<file path="src/verilog/host_port_pkg.sv">
// Constants shared by the asynchronous host port and its transmit buffer.
package host_port_pkg;
  localparam int DATA_W          = 16;
  localparam int ADDR_HI         = 7;
  localparam int ADDR_LO         = 1;
  localparam int LANE_HI         = 2;
  localparam int CLK_PERIOD_NS   = 50;
  localparam int DEASSERT_MIN_NS = 13;
  localparam int DATA_SETUP_NS   = 7;
  // Least times round up to whole cycles and never fall below one cycle.
  localparam int DEASSERT_MIN_CYC_RAW = (DEASSERT_MIN_NS + CLK_PERIOD_NS - 1) / CLK_PERIOD_NS;
  localparam int DEASSERT_MIN_CYC     = (DEASSERT_MIN_CYC_RAW < 1) ? 1 : DEASSERT_MIN_CYC_RAW;
  localparam int DATA_SETUP_CYC_RAW   = (DATA_SETUP_NS + CLK_PERIOD_NS - 1) / CLK_PERIOD_NS;
  localparam int DATA_SETUP_CYC       = (DATA_SETUP_CYC_RAW < 1) ? 1 : DATA_SETUP_CYC_RAW;
  localparam logic [DATA_W-1:0] EMPTY_WORD = 16'h0000;
  localparam logic [ADDR_HI:ADDR_LO] ADDR_RESET = 7'h00;
endpackage : host_port_pkg

</file>
<file path="src/verilog/word_buf_if.sv">
// Valid and ready word channel between the host port and its transmit buffer.
`timescale 1ns/100ps
interface word_buf_if #(parameter int W = 16);
  logic [W-1:0] data;
  logic         valid;
  logic         ready;
  modport src (output data, output valid, input ready);
  modport snk (input data, input valid, output ready);
endinterface : word_buf_if

</file>
<file path="src/verilog/host_port.sv">
// Asynchronous 16-bit host port with direct receive and transmit FIFO modes.
`timescale 1ns/100ps
module host_port #(
  parameter int DW = host_port_pkg::DATA_W
) (
  input  wire logic                                           clk,
  input  wire logic                                           rst_n,
  input  wire logic                                           host_select_low,
  input  wire logic                                           read_strobe_low,
  input  wire logic                                           write_strobe_low,
  input  wire logic                                           fifo_select,
  input  wire logic [host_port_pkg::ADDR_HI:host_port_pkg::ADDR_LO] addr,
  input  wire logic [DW-1:0]                                  data_in,
  output      logic [DW-1:0]                                  data_out,
  output      logic                                           data_oe_n,
  input  wire logic [DW-1:0]                                  rx_word,
  input  wire logic                                           rx_valid,
  output      logic                                           rx_pop,
  output      logic [host_port_pkg::LANE_HI-1:0]              rx_lane,
  input  wire logic [DW-1:0]                                  reg_rdata,
  output      logic [host_port_pkg::ADDR_HI:host_port_pkg::ADDR_LO] reg_addr,
  output      logic                                           reg_rd_start,
  output      logic                                           reg_rd_done,
  output      logic                                           reg_wr,
  output      logic [DW-1:0]                                  reg_wdata,
  output      logic [DW-1:0]                                  tx_word,
  output      logic                                           tx_valid,
  input  wire logic                                           tx_ready,
  output      logic                                           tx_overrun
);
  logic          rd_active;
  logic          wr_active;
  logic          rd_busy;
  logic          wr_busy;
  logic          rd_start;
  logic          rd_end;
  logic          wr_start;
  logic          wr_end;
  logic          rd_dir;
  logic          wr_dir;
  logic          rd_had_word;
  logic [DW-1:0] wr_data_q;

  word_buf_if #(.W(DW)) tx_in ();
  word_buf_if #(.W(DW)) tx_out ();

  ////////////////////////////////////////////////////////////////////////////
  // Cycle framing from the strobe pairs, in any order of assertion.
  assign rd_active = !host_select_low && !read_strobe_low;
  assign wr_active = !host_select_low && !write_strobe_low && !rd_active;
  assign rd_start  = rd_active && !rd_busy;
  assign rd_end    = !rd_active && rd_busy;
  assign wr_start  = wr_active && !wr_busy;
  assign wr_end    = !wr_active && wr_busy;

  // A one-clock idle gap suffices because inputs are sampled once a period.
  always_ff @(posedge clk) begin
    if (!rst_n) begin
      rd_busy <= 1'b0;
      wr_busy <= 1'b0;
    end else begin
      rd_busy <= rd_active;
      wr_busy <= wr_active;
    end
  end

  ////////////////////////////////////////////////////////////////////////////
  // Mode and address are taken once at cycle start and held to its end.
  always_ff @(posedge clk) begin
    if (!rst_n) begin
      rd_dir   <= 1'b0;
      wr_dir   <= 1'b0;
      reg_addr <= host_port_pkg::ADDR_RESET;
      rx_lane  <= '0;
    end else begin
      if (rd_start) begin
        rd_dir <= fifo_select;
        rx_lane <= addr[host_port_pkg::LANE_HI:host_port_pkg::ADDR_LO];
        if (!fifo_select) begin
          reg_addr <= addr;
        end
      end
      if (wr_start) begin
        wr_dir <= fifo_select;
        if (!fifo_select) begin
          reg_addr <= addr;
        end
      end
    end
  end

  ////////////////////////////////////////////////////////////////////////////
  // Read data: the snapshot at cycle start keeps counter values coherent.
  always_ff @(posedge clk) begin
    if (!rst_n) begin
      data_out    <= host_port_pkg::EMPTY_WORD;
      data_oe_n   <= 1'b1;
      rd_had_word <= 1'b0;
    end else begin
      if (rd_start) begin
        data_oe_n <= 1'b0;
        if (fifo_select) begin
          data_out    <= rx_valid ? rx_word : host_port_pkg::EMPTY_WORD;
          rd_had_word <= rx_valid;
        end else begin
          data_out    <= reg_rdata;
          rd_had_word <= 1'b0;
        end
      end else if (rd_end) begin
        data_oe_n <= 1'b1;
      end
    end
  end

  // Popping at the end lets a burst run as long as the host keeps cycling.
  always_ff @(posedge clk) begin
    if (!rst_n) begin
      rx_pop       <= 1'b0;
      reg_rd_start <= 1'b0;
      reg_rd_done  <= 1'b0;
    end else begin
      rx_pop       <= rd_end && rd_dir && rd_had_word;
      reg_rd_start <= rd_start && !fifo_select;
      reg_rd_done  <= rd_end && !rd_dir;
    end
  end

  ////////////////////////////////////////////////////////////////////////////
  // Write data follow the bus while the cycle runs; the last sample wins.
  always_ff @(posedge clk) begin
    if (!rst_n) begin
      wr_data_q <= host_port_pkg::EMPTY_WORD;
    end else if (wr_active) begin
      wr_data_q <= data_in;
    end
  end

  always_ff @(posedge clk) begin
    if (!rst_n) begin
      reg_wr    <= 1'b0;
      reg_wdata <= host_port_pkg::EMPTY_WORD;
    end else begin
      reg_wr <= wr_end && !wr_dir;
      if (wr_end && !wr_dir) begin
        reg_wdata <= wr_data_q;
      end
    end
  end

  ////////////////////////////////////////////////////////////////////////////
  // Direct writes enter the buffer; a host cannot be stalled, so a full
  // buffer drops the word and flags it for one clock.
  assign tx_in.valid  = wr_end && wr_dir;
  assign tx_in.data   = wr_data_q;
  assign tx_out.ready = tx_ready;

  word_buffer #(.W(DW)) u_tx_buffer (
    .clk      (clk),
    .rst_n    (rst_n),
    .in_port  (tx_in.snk),
    .out_port (tx_out.src)
  );

  assign tx_word  = tx_out.data;
  assign tx_valid = tx_out.valid;

  always_ff @(posedge clk) begin
    if (!rst_n) begin
      tx_overrun <= 1'b0;
    end else begin
      tx_overrun <= tx_in.valid && !tx_in.ready;
    end
  end
endmodule : host_port

</file>
<file path="src/verilog/word_buffer.sv">
// Two-entry buffer whose head entry register drives the outgoing word.
`timescale 1ns/100ps
module word_buffer #(
  parameter int W = host_port_pkg::DATA_W
) (
  input  wire logic   clk,
  input  wire logic   rst_n,
  word_buf_if.snk     in_port,
  word_buf_if.src     out_port
);
  logic [W-1:0] head;
  logic [W-1:0] tail;
  logic         head_v;
  logic         tail_v;
  logic         push;
  logic         pop;

  ////////////////////////////////////////////////////////////////////////////
  // A full buffer refuses new words so the source sees the stall.
  assign in_port.ready  = !tail_v;
  assign push           = in_port.valid && !tail_v;
  assign pop            = out_port.ready && head_v;
  assign out_port.data  = head;
  assign out_port.valid = head_v;

  always_ff @(posedge clk) begin
    if (!rst_n) begin
      head   <= '0;
      tail   <= '0;
      head_v <= 1'b0;
      tail_v <= 1'b0;
    end else if (pop && tail_v) begin
      head   <= tail;
      tail_v <= 1'b0;
    end else if (pop && push) begin
      head   <= in_port.data;
    end else if (pop) begin
      head_v <= 1'b0;
    end else if (push && !head_v) begin
      head   <= in_port.data;
      head_v <= 1'b1;
    end else if (push) begin
      tail   <= in_port.data;
      tail_v <= 1'b1;
    end
  end
endmodule : word_buffer
</file>
<file path="config.mk">
export PLATFORM = sky130hd
export DESIGN_NAME = host_port
export DESIGN_NICKNAME = d
export VERILOG_FILES = /design/src/verilog/host_port_pkg.sv /design/src/verilog/word_buf_if.sv /design/src/verilog/host_port.sv /design/src/verilog/word_buffer.sv
export SDC_FILE = /design/constraint.sdc
export NUM_CORES = 1
export LEC_CHECK = 0
export ABC_AREA = 1
export BUFFER_PORTS_ARGS = -buffer_cell sky130_fd_sc_hd__buf_2
export CAP_MARGIN = 20
export CORE_ASPECT_RATIO = 1.1
export CORE_UTILIZATION = 25
export CTS_CLUSTER_DIAMETER = 30
export DETAILED_ROUTE_END_ITERATION = 16
export GPL_TIMING_DRIVEN = 0
export PLACE_DENSITY = 0.53
export SLEW_MARGIN = 30
export SYNTH_ARGS = -nofsm -noshare
export SYNTH_HDL_FRONTEND = slang
export SYNTH_SLANG_ARGS = --single-unit
</file>
<file path="constraint.sdc">
create_clock -name clk -period 1.3 [get_ports clk]
set_input_delay 0.195 -clock clk [delete_from_list [all_inputs] [get_ports clk]]
set_output_delay 0.195 -clock clk [all_outputs]
set_load 0.03 [all_outputs]
</file>
# After elaboration in Yosys (flattened, before gate mapping)
# Cells that the tools add are included.
[totals] reg_bits=102 in_bits=63 out_inout_bits=64 word_cells=80
[classes] eq_ne=1 muxes=15 bitwise_logic=5 n_reduce_logical=39
[ops] op="two-way mux 16 bit" n=6
[ops] op="two-way mux 7 bit" n=4
[ops] op="logical AND 1 bit" n=19
[ops] op="logical NOT 1 bit" n=12
[ops] op="two-way mux 1 bit" n=5
[ops] op="NOT 1 bit" n=5
[ops] op="AND reduction 5 bit" n=1
[ops] op="AND reduction 4 bit" n=1
[ops] op="nonzero test 2 bit" n=2
[ops] op="!= test 3 bit (second input constant)" n=1
[ops] op="AND reduction 3 bit" n=1
[ops] op="nonzero test 3 bit" n=1
[ops] op="AND reduction 2 bit" n=1
[ops] op="OR reduction 2 bit" n=1

# Logic depth before layout (Yosys ltp)
[logic_depth] word_depth=13 ltp_mapped=9 mapped_depth_nobuf=8

# Hierarchy
# Synthesis repeated with hierarchy kept, for this count alone.
[hier_totals] cells_unflattened=574 area_unflattened_um2=4282.9
[by_module_without_submodules] module="host_port" n_inst=1 cells_per_inst=330 area_per_inst_um2=2603.7 seq_area_each_um2=1361.3
[by_module_without_submodules] module="word_buffer" n_inst=1 cells_per_inst=244 area_per_inst_um2=1679.1 seq_area_each_um2=680.7

# Least setup slack after synthesis
# OpenSTA, ideal clock, no wires.
[synth_path] path_type="flip-flop to flip-flop" startpoint="register u_tx_buffer.head_v, in the netlist u_tx_buffer.out_port.valid" endpoint="register u_tx_buffer.head[11], in the netlist u_tx_buffer.out_port.data[11]" setup_ns=0.116 t_arrival_ns=1.314 t_required_ns=1.184 path_slack_ns=-0.130 stages_incl_launch_ff=9 n_path_buf=1 synth_period_minus_slack_ns=1.430 path_cell_list="dfxtp_1 > nand2_2 > nor2_4 > buf_2 > o21ai_1 > inv_1 > nand3_1 > nand2_1 > nor2_2"
[synth_via] elab_chain_len=4
[synth_rtl] item="start: declaration" line_no="word_buffer.sv:13" source="logic head_v;"
[synth_rtl] item="start signal: assignment" line_no="word_buffer.sv:30" source="head_v <= 1'b0;"
[synth_rtl] item="start signal: assignment" line_no="word_buffer.sv:38" source="head_v <= 1'b0;"
[synth_rtl] item="start signal: assignment" line_no="word_buffer.sv:41" source="head_v <= 1'b1;"
[synth_rtl] item="logical AND 1 bit or logical NOT 1 bit (tied branches)" line_no="word_buffer.sv:22, word_buffer.sv:39"
[synth_rtl] item="logical AND 1 bit, on equally long branches" line_no="word_buffer.sv:35, word_buffer.sv:32, word_buffer.sv:39"
[synth_rtl] item="!= test 3 bit (no line), or another cell as far along"
[synth_rtl] item="AND reduction 2 bit (no line) or two-way mux 16 bit (tied branches)"
[synth_rtl] item="end signal: assignment" line_no="word_buffer.sv:33" source="head <= tail;"
[synth_rtl] item="end signal: assignment" line_no="word_buffer.sv:36" source="head <= in_port.data;"
[synth_rtl] item="end signal: assignment" line_no="word_buffer.sv:40" source="head <= in_port.data;"
[synth_rtl] item="end: declaration" line_no="word_buffer.sv:11" source="logic [W-1:0] head;"
# Parallel ways exist; a longest one is shown, timed or not.
# A chain may end at the register's enable or synchronous reset.

# Final worst setup path
[layout_path] startpoint="register u_tx_buffer.head_v, in the netlist u_tx_buffer.out_port.valid" endpoint="register u_tx_buffer.head[5], in the netlist u_tx_buffer.out_port.data[5]"
# The elaborated chain is that of the path after synthesis.

==> out/results.ini <==
[logic_synthesis]
synthAdderAreaFrac_pct = 0.6152
synth-compound-area-share_pct = 16.49
yosysWarnings = 0
synth-xor-area-share_pct = 0
synthTopCellsByArea = dfxtp_1 (50%), nand2_1 (11%), nor2_1 (6.4%)
synth_top_area_cell = dfxtp_1
synth_nets = 611
synth-main-ff-cell = dfxtp_1
yosys.area_share.simple_pct = 23.10
synth_top_family_by_area = simple AND/OR/NAND/NOR gates
yosys-mux-area-fraction_pct = 0
synth_top_area_share_pct = 50.20
netlist_instances = 546
synth_seq_area_share_pct = 50.20
ys_types = 26
yosys-top-cells-count = nand2_1 (118), dfxtp_1 (102), nor2_1 (69), inv_1 (57), a21oi_1 (51)
ys_ff_latch = 102
synth_most_common_cell = nand2_1
async_reset_ff_share_pct = 0
avgSynthCellArea_um2 = 7.450
synth_edf_count = 0
syn-cell-area_mm2 = 0.004068

[outcome]
status = finished with violations
violations = setup timing

[die]
ioPinCount = 127
rows = 48
die_h_um = 135.8
start_util_pct = 25.75
die_area_mm2 = 0.01679
fp.coreArea_mm2 = 0.01580
die_x_um = 123.6

[cells_and_area]
stdcell_area_mm2 = 0.005453
layout-drive-gt1-share_pct = 29.60
fillers = 1726
antenna_cells = 0
fin_nets = 756
finalNonFillerCells = 896
syn2layout_area_growth_pct = 34.05

[route]
vias_per_cell = 4.349
drc = 0
antenna_left = 0
vias = 3897
finalWirelength_mm = 11.78
dr.pass1.iters = 5
first_iter_violations = 124
wire_per_inst_um = 13.14

[timing]
timing.fmax_ghz = 0.7591
slew-limit-headroom_pct = 64.74
finalHoldViolations = 0
rsz0062_at_grt = true
worst_slew_pin_slew_ns = 0.5289
min_period_ns = 1.317
fin_ws_ns = -0.01727
slew_viol_final = 0
finalSetupViolCount = 4
fin_crit_sh_pct = 101.3
fin_skew_ns = 0.006438

[cts]
root_buffer = clkbuf_16
clock_sinks = 102
clock_path_buffers = 2
cts.clk_slew.worst_paths_ns = 0.07
htreeDepth = 3
cts_hold_buf = 0
cts_tree = built
insertion_delay_ns = 0.35
cts_made_buffers = 9

[critical_path]
worst-path-stages = 9
crit_path_start_kind = register
cp_cell_sequence = nand2_4 > nor2_4 > buf_6 > buf_4 > o21ai_2 > inv_1 > nand3_1 > nand2_1 > nor2_1
cp_num_buf_inv = 3
slowest_delay_ns = 0.37
crit_family = simple AND/OR/NAND/NOR gates
worstPathArrival_ns = 1.56
required_ns = 1.55
crit_path_max_fanout = 6
slowest_stage = dfxtp_4
critPathKind = reg -> reg
r2r_cells = 9
end_kind = register

[min_path]
holdPathStages = 3
hold_path_class = in -> reg

[pwr]
p_per_area_mw_per_mm2 = 1238
p_leak_uw = 0.002379
power_uw = 6748
max-vdd-ir-drop_mv = 0.6937

[grt]
track_usage_pct = 14.78
overflow = 0
gr-usage-met1_pct = 17.88
grt_max_degree = 16
grt_pass1_vias = 3775
met2_usage_pct = 24.81
antenna_found_initial = 0
busiest_layer = met2
grt_pass1_wl_mm = 18.70
globalRouteMet3Util_pct = 3.199

[place]
dp_cells = 872
numPortBuffers = 126
post-dp-hpwl_mm = 8.715
postPlaceCellArea_mm2 = 0.004951
place_congestion = 0.7353

[run]
maxCapViolCount = 0

[cell usage in the layout, fill, tap and decap left out, types with 2 or more instances in the layout]
cell type | netlist | final
a21oi_1 | 51 | 51
a31oi_1 | 17 | 17
buf_1 | 2 | 2
buf_2 | 15 | 133
buf_4 | 4 | 10
buf_6 | 2 | 10
clkbuf_1 | 8 | 10
clkbuf_16 | 0 | 9
clkbuf_4 | 0 | 2
clkbuf_8 | 0 | 2
dfxtp_1 | 102 | 100
inv_1 | 57 | 54
inv_2 | 1 | 4
nand2_1 | 118 | 114
nand2_2 | 4 | 5
nand2_4 | 0 | 3
nand3_1 | 18 | 16
nand3_2 | 0 | 2
nor2_1 | 69 | 69
nor2_2 | 6 | 6
nor2_4 | 2 | 2
o21ai_0 | 47 | 42
o21ai_1 | 13 | 12
o21ai_2 | 1 | 7
[state kept, by name, summed over array words and instances, names as in the netlist, 2 cells and up, named ones only]
signal	cells
reg_wdata	16
data_out	16
u_tx_buffer.tail	16
rx_lane	2
u_tx_buffer.out_port.data	16
tx_in.data	16
[final cells by class]
cell class / count / area (µm²) / area share [%]
Inverter: 60 / 232.7 / 4.268
Clock inverter: 3 / 42.54 / 0.7802
Buffer: 30 / 202.7 / 3.717
Tap cell: 200 / 250.2 / 4.589
Timing Repair Buffer: 135 / 703.2 / 12.90
Sequential cell: 102 / 2047 / 37.54
Multi-Input combinational cell: 353 / 1714 / 31.44
Clock buffer: 13 / 260.3 / 4.773
[path summary, 6_finish.rpt]
path                                    from                            to  slack, ns
hold reg to reg                       rd_dir                   reg_rd_done       0.43
setup / recovery  u_tx_buffer.out_port.valid  u_tx_buffer.out_port.data[5]      -0.02
hold / removal                       addr[3]                      register       0.06
setup reg to reg  u_tx_buffer.out_port.valid  u_tx_buffer.out_port.data[5]      -0.02
[cell families after synthesis]
kind of cell / count (synthesis)
AOI/OAI and AO/OA: 129
adders and majority gates: 2
buffers and inverters: 91
DFF: 102
and+or+nand+nor: 222
[worst min-delay path: stages]
cell and delay (ns):
buf_2 0.07, nor2_1 0.03, nor2_1 0.08
[layer usage]
layer	share of wire [%]	vias up
met4	2.1	0
met3	5.7	14
met5	0	-
met1	43	1739
met2	49	113
li1	-	2031
[through the flow]
stage	hold slack, ns	util, %	setup slack, ns	setup TNS [ns]
global placement	0.4191	31.35	-0.4118	-10.60
CTS	0.05627	33.67	-0.01787	-0.04024
finish	0.06471	34.52	-0.01727	-0.05258
detailed placement	0.4199	31.35	-0.4445	-11.36
global route	0.08744	34.52	-0.09860	-1.689
floorplan	0.3299	-	0.01434	0
[power by group]
part	switching [µW]	leakage, µW	internal (µW)
registers	49.6	0.000830	3220
clock network	1210	0.000146	1600
logic	441	0.00140	234
total	1700	0.00238	5050
[repair_timing]
item	in CTS	in global routing
setup endpoints to repair	56	59
buffers inserted	1	7
gates resized for setup	22	31
pin swaps	0	5
cloned	0	2
Power figures use the tool's default switching activity.
